## config.mk

```make
export PLATFORM = sky130hd
export DESIGN_NAME = system_config_bank
export DESIGN_NICKNAME = d
export VERILOG_FILES = /design/src/core/system_config_pkg.sv /design/src/core/input_sync_path.sv /design/src/core/system_config_bank.sv
export SDC_FILE = /design/constraint.sdc
export NUM_CORES = 1
export LEC_CHECK = 0
export ABC_AREA = 1
export BUFFER_PORTS_ARGS = -buffer_cell sky130_fd_sc_hd__clkbuf_2
export CAP_MARGIN = 20
export CORE_ASPECT_RATIO = 1.2
export CORE_MARGIN = 1.5
export CORE_UTILIZATION = 40
export DETAILED_ROUTE_END_ITERATION = 16
export GPL_ROUTABILITY_DRIVEN = 1
export PLACE_DENSITY_LB_ADDON = 0.05
export REMOVE_ABC_BUFFERS = 1
export SYNTH_ARGS = -nofsm -noshare
export SYNTH_HDL_FRONTEND = slang
export SYNTH_SLANG_ARGS = --single-unit
```

## constraint.sdc

```tcl
create_clock -name clk_in -period 2.01 [get_ports clk_in]
set_input_delay 0.201 -clock clk_in [delete_from_list [all_inputs] [get_ports clk_in]]
set_output_delay 0.201 -clock clk_in [all_outputs]
set_load 0.005 [all_outputs]
```

## src/core/system_config_pkg.sv

```systemverilog
// Shared constants for the system configuration register bank.
// Assumes a 32-bit register port with byte addresses and one system clock.
package system_config_pkg;

  // ==========================================================
  // Address map
  localparam logic [31:0] CFG_BASE = 32'h4000_4000;
  localparam int OFFSET_W = 8;
  localparam logic [7:0] OFF_CORE0_NMI_MASK = 8'h00;
  localparam logic [7:0] OFF_CORE1_NMI_MASK = 8'h04;
  localparam logic [7:0] OFF_PROC_CONFIG = 8'h08;
  localparam logic [7:0] OFF_BYPASS_LOW = 8'h0C;
  localparam logic [7:0] OFF_BYPASS_HIGH = 8'h10;
  localparam logic [7:0] OFF_DEBUG_OVERRIDE = 8'h14;
  localparam logic [7:0] OFF_MEM_POWER_DOWN = 8'h18;

  // ==========================================================
  // Sizes
  localparam int NUM_CORES = 2;
  localparam int IRQ_W = 32;
  localparam int LOW_PINS = 30;
  localparam int HIGH_PINS = 6;
  localparam int MEM_W = 8;
  localparam int SYNC_STAGES = 2;

  // ==========================================================
  // Processor configuration fields
  localparam int DAP_W = 4;
  localparam int DAP_LSB_CORE0 = 24;
  localparam int DAP_LSB_CORE1 = 28;
  localparam int HALT_BIT_CORE0 = 0;
  localparam int HALT_BIT_CORE1 = 1;
  localparam logic [3:0] DAP_RST_CORE0 = 4'h0;
  localparam logic [3:0] DAP_RST_CORE1 = 4'h1;
  localparam logic [3:0] DAP_RESERVED_ID = 4'hF;

  // ==========================================================
  // Debug override fields, one group of four bits per core
  localparam int DBG_STRIDE = 4;
  localparam int DBG_SWDO = 0;
  localparam int DBG_SWDI = 1;
  localparam int DBG_SWCLK = 2;
  localparam int DBG_ATTACH = 3;
  localparam logic DBG_ATTACH_RST = 1'b0;
  localparam logic DBG_SWCLK_RST = 1'b1;
  localparam logic DBG_SWDI_RST = 1'b1;

  // ==========================================================
  // Other reset values
  localparam logic [31:0] MASK_RST = 32'h0000_0000;
  localparam logic [29:0] BYPASS_LOW_RST = 30'h0000_0000;
  localparam logic [5:0] BYPASS_HIGH_RST = 6'h00;
  localparam logic [7:0] MEM_PD_RST = 8'h00;
  localparam logic [31:0] WORD_ZERO = 32'h0000_0000;

endpackage

```

## src/core/input_sync_path.sv

```systemverilog
// Per-pin input synchroniser with a software bypass and the input register.
// Assumes pin_in is asynchronous; bypass_in comes from the system clock domain.
`timescale 1ns/1ps

module input_sync_path #(
  parameter int WIDTH = 30
) (
  // Clock and reset
  input wire logic clk_in,
  input wire logic rst_in,
  // Pins and control
  input wire logic [WIDTH-1:0] pin_in,
  input wire logic [WIDTH-1:0] bypass_in,
  // Input register
  output logic [WIDTH-1:0] value_out
);

  // ==========================================================
  // Per-bit path
  genvar i;
  generate
    for (i = 0; i < WIDTH; i = i + 1)
    begin : g_bit
      logic meta_r;
      logic stable_r;
      logic value_r;
      wire logic value_nxt;
      // Bypass skips both stages; metastable samples may then reach the core
      assign value_nxt = bypass_in[i] ? pin_in[i] : stable_r;
      always_ff @(posedge clk_in)
      begin
        if (rst_in)
        begin
          meta_r <= 1'b0;
          stable_r <= 1'b0;
          value_r <= 1'b0;
        end
        else
        begin
          meta_r <= pin_in[i];
          stable_r <= meta_r;
          value_r <= value_nxt;
        end
      end
      assign value_out[i] = value_r;
    end
  endgenerate

endmodule

```

## src/core/system_config_bank.sv

```systemverilog
// System configuration register bank for two processor cores.
// Assumes a single-cycle register port, cores on the same clock,
// asynchronous pins and asynchronous external debug pads.
//
// The plain strobed port is this design's own decision.
`timescale 1ns/1ps

module system_config_bank (
  // Clock and reset
  input wire logic clk_in,
  input wire logic rst_in,
  // Register port
  input wire logic [31:0] addr_in,
  input wire logic [31:0] wdata_in,
  input wire logic wr_in,
  input wire logic rd_in,
  output logic [31:0] rdata_out,
  // Interrupt sources and core status
  input wire logic [31:0] irq_in,
  input wire logic [1:0] halted_in,
  output logic [1:0] nmi_out,
  output logic [3:0] core0_debug_instance_id_out,
  output logic [3:0] core1_debug_instance_id_out,
  // Pins towards the single-cycle io block
  input wire logic [35:0] pin_in,
  output logic [35:0] pin_value_out,
  // Debug ports: SWCLK and SWDI from pads to cores, SWDO from cores to pads
  input wire logic [1:0] pad_swclk_in,
  input wire logic [1:0] pad_swdi_in,
  input wire logic [1:0] core_swdo_in,
  output logic [1:0] core_swclk_out,
  output logic [1:0] core_swdi_out,
  output logic [1:0] pad_swdo_out,
  // Memory power control
  output logic [7:0] memory_power_down_out
);

  localparam int NC = system_config_pkg::NUM_CORES;
  localparam int LP = system_config_pkg::LOW_PINS;
  localparam int HP = system_config_pkg::HIGH_PINS;
  localparam int DW = system_config_pkg::DAP_W;

  // ==========================================================
  // Address decode
  wire logic base_hit;
  wire logic [7:0] offset;
  wire logic sel_mask0;
  wire logic sel_mask1;
  wire logic sel_config;
  wire logic sel_byp_low;
  wire logic sel_byp_high;
  wire logic sel_debug;
  wire logic sel_mem;
  wire logic sel_any;

  assign base_hit = addr_in[31:system_config_pkg::OFFSET_W]
    == system_config_pkg::CFG_BASE[31:system_config_pkg::OFFSET_W];
  assign offset = addr_in[system_config_pkg::OFFSET_W-1:0];
  assign sel_mask0 = base_hit && offset == system_config_pkg::OFF_CORE0_NMI_MASK;
  assign sel_mask1 = base_hit && offset == system_config_pkg::OFF_CORE1_NMI_MASK;
  assign sel_config = base_hit && offset == system_config_pkg::OFF_PROC_CONFIG;
  assign sel_byp_low = base_hit && offset == system_config_pkg::OFF_BYPASS_LOW;
  assign sel_byp_high = base_hit && offset == system_config_pkg::OFF_BYPASS_HIGH;
  assign sel_debug = base_hit && offset == system_config_pkg::OFF_DEBUG_OVERRIDE;
  assign sel_mem = base_hit && offset == system_config_pkg::OFF_MEM_POWER_DOWN;
  assign sel_any = sel_mask0 || sel_mask1 || sel_config || sel_byp_low
    || sel_byp_high || sel_debug || sel_mem;

  // ==========================================================
  // Software registers
  logic [31:0] mask0_r;
  logic [31:0] mask1_r;
  logic [DW-1:0] dap0_r;
  logic [DW-1:0] dap1_r;
  logic [LP-1:0] byp_low_r;
  logic [HP-1:0] byp_high_r;
  logic [NC-1:0] attach_r;
  logic [NC-1:0] swclk_r;
  logic [NC-1:0] swdi_r;
  logic [7:0] mem_pd_r;

  // Only documented field bits are stored; everything else is dropped
  always_ff @(posedge clk_in)
  begin
    if (rst_in)
    begin
      mask0_r <= system_config_pkg::MASK_RST;
      mask1_r <= system_config_pkg::MASK_RST;
    end
    else
    begin
      if (wr_in && sel_mask0)
        mask0_r <= wdata_in;
      if (wr_in && sel_mask1)
        mask1_r <= wdata_in;
    end
  end

  always_ff @(posedge clk_in)
  begin
    if (rst_in)
    begin
      dap0_r <= system_config_pkg::DAP_RST_CORE0;
      dap1_r <= system_config_pkg::DAP_RST_CORE1;
    end
    else if (wr_in && sel_config)
    begin
      dap0_r <= wdata_in[system_config_pkg::DAP_LSB_CORE0 +: DW];
      dap1_r <= wdata_in[system_config_pkg::DAP_LSB_CORE1 +: DW];
    end
  end

  always_ff @(posedge clk_in)
  begin
    if (rst_in)
    begin
      byp_low_r <= system_config_pkg::BYPASS_LOW_RST;
      byp_high_r <= system_config_pkg::BYPASS_HIGH_RST;
      mem_pd_r <= system_config_pkg::MEM_PD_RST;
    end
    else
    begin
      if (wr_in && sel_byp_low)
        byp_low_r <= wdata_in[LP-1:0];
      if (wr_in && sel_byp_high)
        byp_high_r <= wdata_in[HP-1:0];
      if (wr_in && sel_mem)
        mem_pd_r <= wdata_in[system_config_pkg::MEM_W-1:0];
    end
  end

  // ==========================================================
  // Per-core logic: NMI gating and debug port override
  logic [NC-1:0] nmi_r;
  logic [NC-1:0] swclk_out_r;
  logic [NC-1:0] swdi_out_r;
  logic [NC-1:0] pad_swdo_r;
  wire logic [31:0] mask_word [NC];

  assign mask_word[0] = mask0_r;
  assign mask_word[1] = mask1_r;

  genvar c;
  generate
    for (c = 0; c < NC; c = c + 1)
    begin : g_core
      localparam int FB = c * system_config_pkg::DBG_STRIDE;
      logic clk_meta_r;
      logic clk_sync_r;
      logic di_meta_r;
      logic di_sync_r;
      wire logic nmi_nxt;
      wire logic swclk_nxt;
      wire logic swdi_nxt;
      wire logic swdo_nxt;

      assign nmi_nxt = |(irq_in & mask_word[c]);
      // Attached: register bits drive the port and the pads see nothing
      assign swclk_nxt = attach_r[c] ? swclk_r[c] : clk_sync_r;
      assign swdi_nxt = attach_r[c] ? swdi_r[c] : di_sync_r;
      assign swdo_nxt = attach_r[c] ? 1'b0 : core_swdo_in[c];

      always_ff @(posedge clk_in)
      begin
        if (rst_in)
        begin
          attach_r[c] <= system_config_pkg::DBG_ATTACH_RST;
          swclk_r[c] <= system_config_pkg::DBG_SWCLK_RST;
          swdi_r[c] <= system_config_pkg::DBG_SWDI_RST;
        end
        else if (wr_in && sel_debug)
        begin
          attach_r[c] <= wdata_in[FB + system_config_pkg::DBG_ATTACH];
          swclk_r[c] <= wdata_in[FB + system_config_pkg::DBG_SWCLK];
          swdi_r[c] <= wdata_in[FB + system_config_pkg::DBG_SWDI];
        end
      end

      // Pad levels are asynchronous, so two stages before the selector
      // Stages reset to the idle levels so the core sees no false clock edge after reset
      always_ff @(posedge clk_in)
      begin
        if (rst_in)
        begin
          clk_meta_r <= system_config_pkg::DBG_SWCLK_RST;
          clk_sync_r <= system_config_pkg::DBG_SWCLK_RST;
          di_meta_r <= system_config_pkg::DBG_SWDI_RST;
          di_sync_r <= system_config_pkg::DBG_SWDI_RST;
        end
        else
        begin
          clk_meta_r <= pad_swclk_in[c];
          clk_sync_r <= clk_meta_r;
          di_meta_r <= pad_swdi_in[c];
          di_sync_r <= di_meta_r;
        end
      end

      always_ff @(posedge clk_in)
      begin
        if (rst_in)
        begin
          nmi_r[c] <= 1'b0;
          swclk_out_r[c] <= system_config_pkg::DBG_SWCLK_RST;
          swdi_out_r[c] <= system_config_pkg::DBG_SWDI_RST;
          pad_swdo_r[c] <= 1'b0;
        end
        else
        begin
          nmi_r[c] <= nmi_nxt;
          swclk_out_r[c] <= swclk_nxt;
          swdi_out_r[c] <= swdi_nxt;
          pad_swdo_r[c] <= swdo_nxt;
        end
      end
    end
  endgenerate

  // ==========================================================
  // Pin input synchronisers
  // Synchronised pins take three edges to the input register, bypassed one
  input_sync_path #(
    .WIDTH(LP)
  ) u_sync_low (
    .clk_in(clk_in),
    .rst_in(rst_in),
    .pin_in(pin_in[LP-1:0]),
    .bypass_in(byp_low_r),
    .value_out(pin_value_out[LP-1:0])
  );

  input_sync_path #(
    .WIDTH(HP)
  ) u_sync_high (
    .clk_in(clk_in),
    .rst_in(rst_in),
    .pin_in(pin_in[LP+HP-1:LP]),
    .bypass_in(byp_high_r),
    .value_out(pin_value_out[LP+HP-1:LP])
  );

  // ==========================================================
  // Read data assembly
  logic [31:0] config_word;
  logic [31:0] debug_word;
  logic [31:0] read_word;
  logic [31:0] rdata_r;

  always_comb
  begin
    config_word = system_config_pkg::WORD_ZERO;
    config_word[system_config_pkg::DAP_LSB_CORE0 +: DW] = dap0_r;
    config_word[system_config_pkg::DAP_LSB_CORE1 +: DW] = dap1_r;
    config_word[system_config_pkg::HALT_BIT_CORE0] = halted_in[0];
    config_word[system_config_pkg::HALT_BIT_CORE1] = halted_in[1];
  end

  always_comb
  begin
    debug_word = system_config_pkg::WORD_ZERO;
    for (int k = 0; k < NC; k++)
    begin
      debug_word[k * system_config_pkg::DBG_STRIDE + system_config_pkg::DBG_ATTACH] = attach_r[k];
      debug_word[k * system_config_pkg::DBG_STRIDE + system_config_pkg::DBG_SWCLK] = swclk_r[k];
      debug_word[k * system_config_pkg::DBG_STRIDE + system_config_pkg::DBG_SWDI] = swdi_r[k];
      debug_word[k * system_config_pkg::DBG_STRIDE + system_config_pkg::DBG_SWDO] = core_swdo_in[k];
    end
  end

  always_comb
  begin
    read_word = system_config_pkg::WORD_ZERO;
    if (sel_mask0)
      read_word = mask0_r;
    if (sel_mask1)
      read_word = mask1_r;
    if (sel_config)
      read_word = config_word;
    if (sel_byp_low)
      read_word[LP-1:0] = byp_low_r;
    if (sel_byp_high)
      read_word[HP-1:0] = byp_high_r;
    if (sel_debug)
      read_word = debug_word;
    if (sel_mem)
      read_word[system_config_pkg::MEM_W-1:0] = mem_pd_r;
  end

  // Data stand for exactly one cycle after the strobe, zero otherwise
  always_ff @(posedge clk_in)
  begin
    if (rst_in)
      rdata_r <= system_config_pkg::WORD_ZERO;
    else if (rd_in)
      rdata_r <= read_word;
    else
      rdata_r <= system_config_pkg::WORD_ZERO;
  end

  // ==========================================================
  // Outputs
  assign rdata_out = rdata_r;
  assign nmi_out = nmi_r;
  assign core0_debug_instance_id_out = dap0_r;
  assign core1_debug_instance_id_out = dap1_r;
  assign core_swclk_out = swclk_out_r;
  assign core_swdi_out = swdi_out_r;
  assign pad_swdo_out = pad_swdo_r;
  assign memory_power_down_out = mem_pd_r;

  logic [2:0] byp0_age_r;
  always_ff @(posedge clk_in)
  begin
    if (rst_in || byp_low_r[0])
      byp0_age_r <= 3'h0;
    else if (byp0_age_r != 3'h7)
      byp0_age_r <= byp0_age_r + 3'h1;
  end
endmodule

```

* After elaboration in Yosys (flattened, before gate mapping)
Cells that the tools add are included.
Storage, ports and cells: flip-flop bits (word level) 278, word-level logic and storage cells 217, output and inout port bits 92, input port bits 144
Cells by class: reductions and logical operators 21, multiplexer cells 47, bitwise logic cells 3, equality and inequality tests 7
Operator list (count):
- $mux W32 | 3
- $and A32 B32 Y32 | 2
- $reduce_or A32 Y1 | 2
- $mux W1 | 40
- $mux W30 | 1
- $eq A24 B23 Y1 const B | 1
- $eq A8 B5 Y1 const B | 3
- $eq A8 B4 Y1 const B | 2
- $mux W8 | 2
- $logic_and A1 B1 Y1 | 14
- $eq A8 B3 Y1 const B | 1
- $logic_not A8 Y1 | 1
- $mux W6 | 1
- $reduce_or A2 Y1 | 3
- $reduce_or A3 Y1 | 1
- $not A1 Y1 | 1

* Longest topological paths before layout
word-level depth 9, depth in mapped cells 16, mapped depth without buffers 16

* Hierarchy
A second synthesis with hierarchy kept.
Unflattened totals: cells, all modules 1403, area, all modules 11257.0 um^2
Modules (own cells, without submodules):
- system_config_bank | seq. area each 3403.3 um^2, area an instance 7647.3 um^2, cells an instance 958, times used 1
- input_sync_path (u_sync_low) | seq. area each 1801.7 um^2, area an instance 3009.1 um^2, cells an instance 371, times used 1
- input_sync_path (u_sync_high) | seq. area each 360.3 um^2, area an instance 600.6 um^2, cells an instance 74, times used 1

* Worst setup path before layout
No wires, ideal clock.
path kind input to register, start input addr_in[15], end register mask1_r[13], arrival 1.463 ns, data required time 1.929 ns, stages 9, path buffers 2, setup time 0.081 ns, path slack 0.466 ns, cells stage by stage inv_1 > nand2_1 > nor2_2 > nand3_2 > nor3_4 > nand3_2 > buf_2 > buf_6 > a211oi_2
Between the ends: cells in the longest elaborated chain, start to end 3
RTL lines:
- from (decl) | RTL line system_config_bank.sv:13 | input wire logic [31:0] addr_in,
- $eq A24 B23 Y1 | RTL line system_config_bank.sv:57 | == system_config_pkg::CFG_BASE[31:system_config_pkg::OFFSET_W];
- $logic_and A1 B1 Y1 | RTL line system_config_bank.sv:60 | assign sel_mask1 = base_hit && offset == system_config_pkg::OFF_CORE1_NMI_MASK;
- $logic_and A1 B1 Y1 | RTL line system_config_bank.sv:94 | if (wr_in && sel_mask1)
- to (signal assigned) | RTL line system_config_bank.sv:88 | mask1_r <= system_config_pkg::MASK_RST;
- to (signal assigned) | RTL line system_config_bank.sv:95 | mask1_r <= wdata_in;
- to (decl) | RTL line system_config_bank.sv:72 | logic [31:0] mask1_r;
No other way between the ends. A chain may end at the register's enable or synchronous reset.

* Worst setup path in the final report
start register mask1_r[18], end register nmi_r[1], in the netlist nmi_out[1]
Between the ends: cells in the longest elaborated chain, start to end 2
RTL lines:
- $and A32 B32 Y32 | RTL line system_config_bank.sv:157 | assign nmi_nxt = |(irq_in & mask_word[c]);
- $reduce_or A32 Y1 | RTL line system_config_bank.sv:157
- to (signal, indexed assignment) | RTL line system_config_bank.sv:210 | nmi_r[c] <= nmi_nxt;
- to (decl) | RTL line system_config_bank.sv:134 | logic [NC-1:0] nmi_r;
No other way between the ends.

==> key figures <==
Synth
  • Synthesized area per cell: 8.202 um^2
  • Ys Warns: 0
  • Mapped cell area: 0.01066 mm^2
  • Share of the synthesized area in the top cell type: 52.19%
  • Gate Count Post-Synth: 1300
  • Async set or reset register ratio after synthesis: 0%
  • Post-synth EDFFs: 0
  • Main synth FF type: dfxtp_1
  • Top post-synthesis cells by area: dfxtp_1 52%, nor2_1 7.1%, inv_1 7.1%, nand2_1 5.1%, a211oi_1 5.0%
  • Unique masters post-synth: 35
  • Synthesized flop and latch total: 278
  • Area leader, netlist: dfxtp_1
  • Register area share after synthesis: 52.19%

CTS
  • TritonCTS clock tree: built
  • Total CTS buffers: 29
  • H-Tree Depth: 1
  • Worst-Skew Late Latency: approximately 0.54 ns
  • Hold buffer count at CTS: 70
  • Setup repair bufs after CTS: 0
  • Reg clk slew, reported paths: 0.06 ns
  • Root Driver: clkbuf_16
  • Clock sinks: 278
  • CTS resizes: 0
  • Clk buf depth: 3

Final layout
  • Antenna Cells: 0
  • Fillers: 2596
  • Share of layout cells above drive strength 1: 23.12%
  • Syn-to-layout area delta: 28.61%
  • Nets: roughly 1700
  • Design area: 0.01371 mm^2
  • Seq. cell area: 0.005565 mm^2
  • Area of the multi-input gates: 0.003785 mm^2

Place
  • Post-placement setup slack: 0.1040 ns
  • Gp weighted congestion: 0.8489
  • PortBufs: 235
  • DP Wirelength: 20120 um
  • Placed cell area: 0.01203 mm^2

Die
  • Die Area: about 0.028 mm^2
  • Core ar.: 0.02627 mm^2
  • Top Ports: 236
  • # rows: 65
  • Die width: 152.0 um
  • Initial Util: roughly two fifths
  • Die span in y: 181.9 um

Power and ir drop
  • Comb power frac: a little over 5%
  • Switching Share: between 20 and 25%
  • Leakage power figure: 6.232 nW
  • Register share of total power: 48.1%
  • Internal Power: between 9 and 10 mW
  • Tot Pwr: approximately 12 mW
  • Clk pwr share: 46.8%
  • Worst VDD drop: 576.0 uV
  • Psw: approximately 2.5 mW
  • PwrDens: roughly 850 mW/mm^2

Detailed routing
  • DR iter-0 viols: 422
  • DR top layer: met4
  • Post-DR vias/cell: 4.745
  • DR vias: 9144
  • Met3 WL: 1484 um
  • DRT Pass-1 Iters: 8
  • Residual DRC: 0
  • Antenna-violating nets left: 0
  • WL met2: 14180 um
  • Wire per inst: 15.12 um
  • Met1 wire length: 12760 um
  • Total Wirelength: 29140 um

Timing
  • Max Freq: 648.7 MHz
  • Endpoints failing setup: 0
  • RSZ-0062 raised after global routing: no
  • Post-route clock period utilization: roughly 77%
  • Final hold vios: 0
  • Slew Limit Fails: 0
  • Min cycle time layout: 1.542 ns
  • Clock skew: 0.009115 ns
  • Post-route setup slack: 0.4684 ns
  • Slew HR: 30.19%
  • Slew @ Worst Pin: about 1.0 ns
  • Hold WS: 0.02249 ns
  • Post-route setup TNS: 0 ns

Global route
  • Gr usage total: 20.76%
  • Number of global-route vias before repair: 8866
  • Grt ovf: 0
  • Antenna violations before repair: 0
  • Largest net degree at the start of global routing: 176
  • First-pass GRT wire length: about 46000 um

Worst setup path
  • Crit path DAT: 1.91 ns
  • WS Path Type: reg -> reg
  • Req. time, crit path: around 2.4 ns
  • Cells on worst reg2reg path: 5
  • Endpoint type of the worst setup path: flip-flop
  • Crit path launch type: flip-flop
  • Critical path peak fanout: 2

Min path
  • Hold Path Class: in -> reg
  • Worst hold stages: 3

Flow run
  • Max_cap viols: 0

Run status
  • Status: complete, no violations
[power by group through the flow]
| stage | combinational (mW) | sequential (mW) | clock, mW |
|---|---|---|---|
| 2_1_floorplan | 0.161 | 5.75 | 0 |
| 3_3_place_gp | 0.491 | 5.75 | 0 |
| 3_5_place_dp | 0.494 | 5.75 | 0 |
| 4_1_cts | 0.604 | 5.63 | 5.64 |
| 5_1_grt | 0.665 | 5.63 | 5.87 |
| 6_report | 0.598 | 5.63 | 5.48 |
[synthesized netlist by cell type (5+ instances only)]
| library cell | count |
|---|---|
| dfxtp_1 | 278 |
| nor2_1 | 203 |
| inv_1 | 202 |
| nand2_1 | 146 |
| a21oi_1 | 79 |
| a211oi_1 | 71 |
| o21ai_0 | 66 |
| buf_4 | 41 |
| clkbuf_1 | 31 |
| nand3_1 | 22 |
| a211oi_2 | 20 |
| buf_2 | 18 |
| o211ai_1 | 18 |
| nand4_1 | 14 |
| or2_2 | 10 |
| a221oi_1 | 9 |
| a22o_1 | 8 |
| o21ai_1 | 8 |
| o221ai_1 | 8 |
| nor2_2 | 7 |
| nor3_1 | 6 |
| inv_2 | 5 |
[logic make-up (layout without fill, tap and decap cells)]
logic type | Yosys count | count (layout) | synth area share, %
AOI/OAI and AO/OA | 296 | 296 | 18.40
DFF | 278 | 278 | 52.19
and+or+nand+nor | 426 | 426 | 17.05
buffers and inverters | 300 | 592 | 12.36
[cell type report]
class	count	area share, %
repair buffers	331	15.88
flip-flops and latches	278	40.58
clock inverters	13	1.077
clock buffers	40	6.104
inverters	208	5.693
multi-input cells	722	27.60
well taps	335	3.057
[worst paths after layout]
| path | from | endpoint | slack (ns) |
|---|---|---|---|
| max | mask1_r[18] | nmi_out[1] | 0.47 |
| min reg2reg | u_sync_low.g_bit[24].meta_r | u_sync_low.g_bit[24].stable_r | 0.40 |
| max reg2reg | mask1_r[18] | nmi_out[1] | 0.47 |
| min | wdata_in[4] | mask1_r[4] | 0.02 |
[through the flow]
stage	cells	util (%)
2_1_floorplan	1208	-
3_3_place_gp	1804	45.79
3_5_place_dp	1804	45.79
4_1_cts	1927	52.20
5_1_grt	1927	52.20
6_report	1927	52.20
[sequential cells by signal, indices dropped and copies added, names as in the netlist, 4 cells and up]
signal	count
u_sync_high.g_bit.meta_r	6
u_sync_high.g_bit.value_r	6
mask1_r	32
u_sync_low.g_bit.stable_r	30
mask0_r	32
u_sync_low.g_bit.value_r	30
core0_debug_instance_id_out	4
byp_high_r	6
u_sync_high.g_bit.stable_r	6
core1_debug_instance_id_out	4
debug_word	4
rdata_out	32
u_sync_low.g_bit.meta_r	30
byp_low_r	30
memory_power_down_out	8
[cells in the final DEF (no fill, tap or decap), types with 4 or more instances in the layout]
master / count
dfxtp_1: 278
clkbuf_2: 234
nor2_1: 203
inv_1: 202
nand2_1: 146
a21oi_1: 79
a211oi_1: 71
dlygate4sd3_1: 70
o21ai_0: 66
clkbuf_16: 29
nand3_1: 22
a211oi_2: 20
o211ai_1: 18
buf_4: 18
nand4_1: 14
or2_2: 10
a221oi_1: 9
o21ai_1: 8
o221ai_1: 8
a22o_1: 8
clkinv_2: 8
buf_12: 8
clkbuf_8: 7
inv_2: 6
nor2_2: 6
nor3_1: 6
nor2_4: 5
nand2_2: 4
a31oi_1: 4
o22ai_1: 4
clkbuf_1: 4
[critical path, stage by stage, from the launching register on]
cell      delay [ns]
dfxtp_1         0.31
a22o_1          0.21
a221oi_1        0.39
nand4_1         0.22
nor2_1          0.15
a31oi_1         0.09
[metal layers]
| layer | GRT usage [%] | vias up |
|---|---|---|
| met3 | 3.795 | 51 |
| met4 | 6.058 | 0 |
| met2 | 37.05 | 224 |
| li1 | - | 4736 |
| met1 | 25.36 | 4133 |
| met5 | 0 | - |
Note: power is estimated with default switching activity, not from simulation.
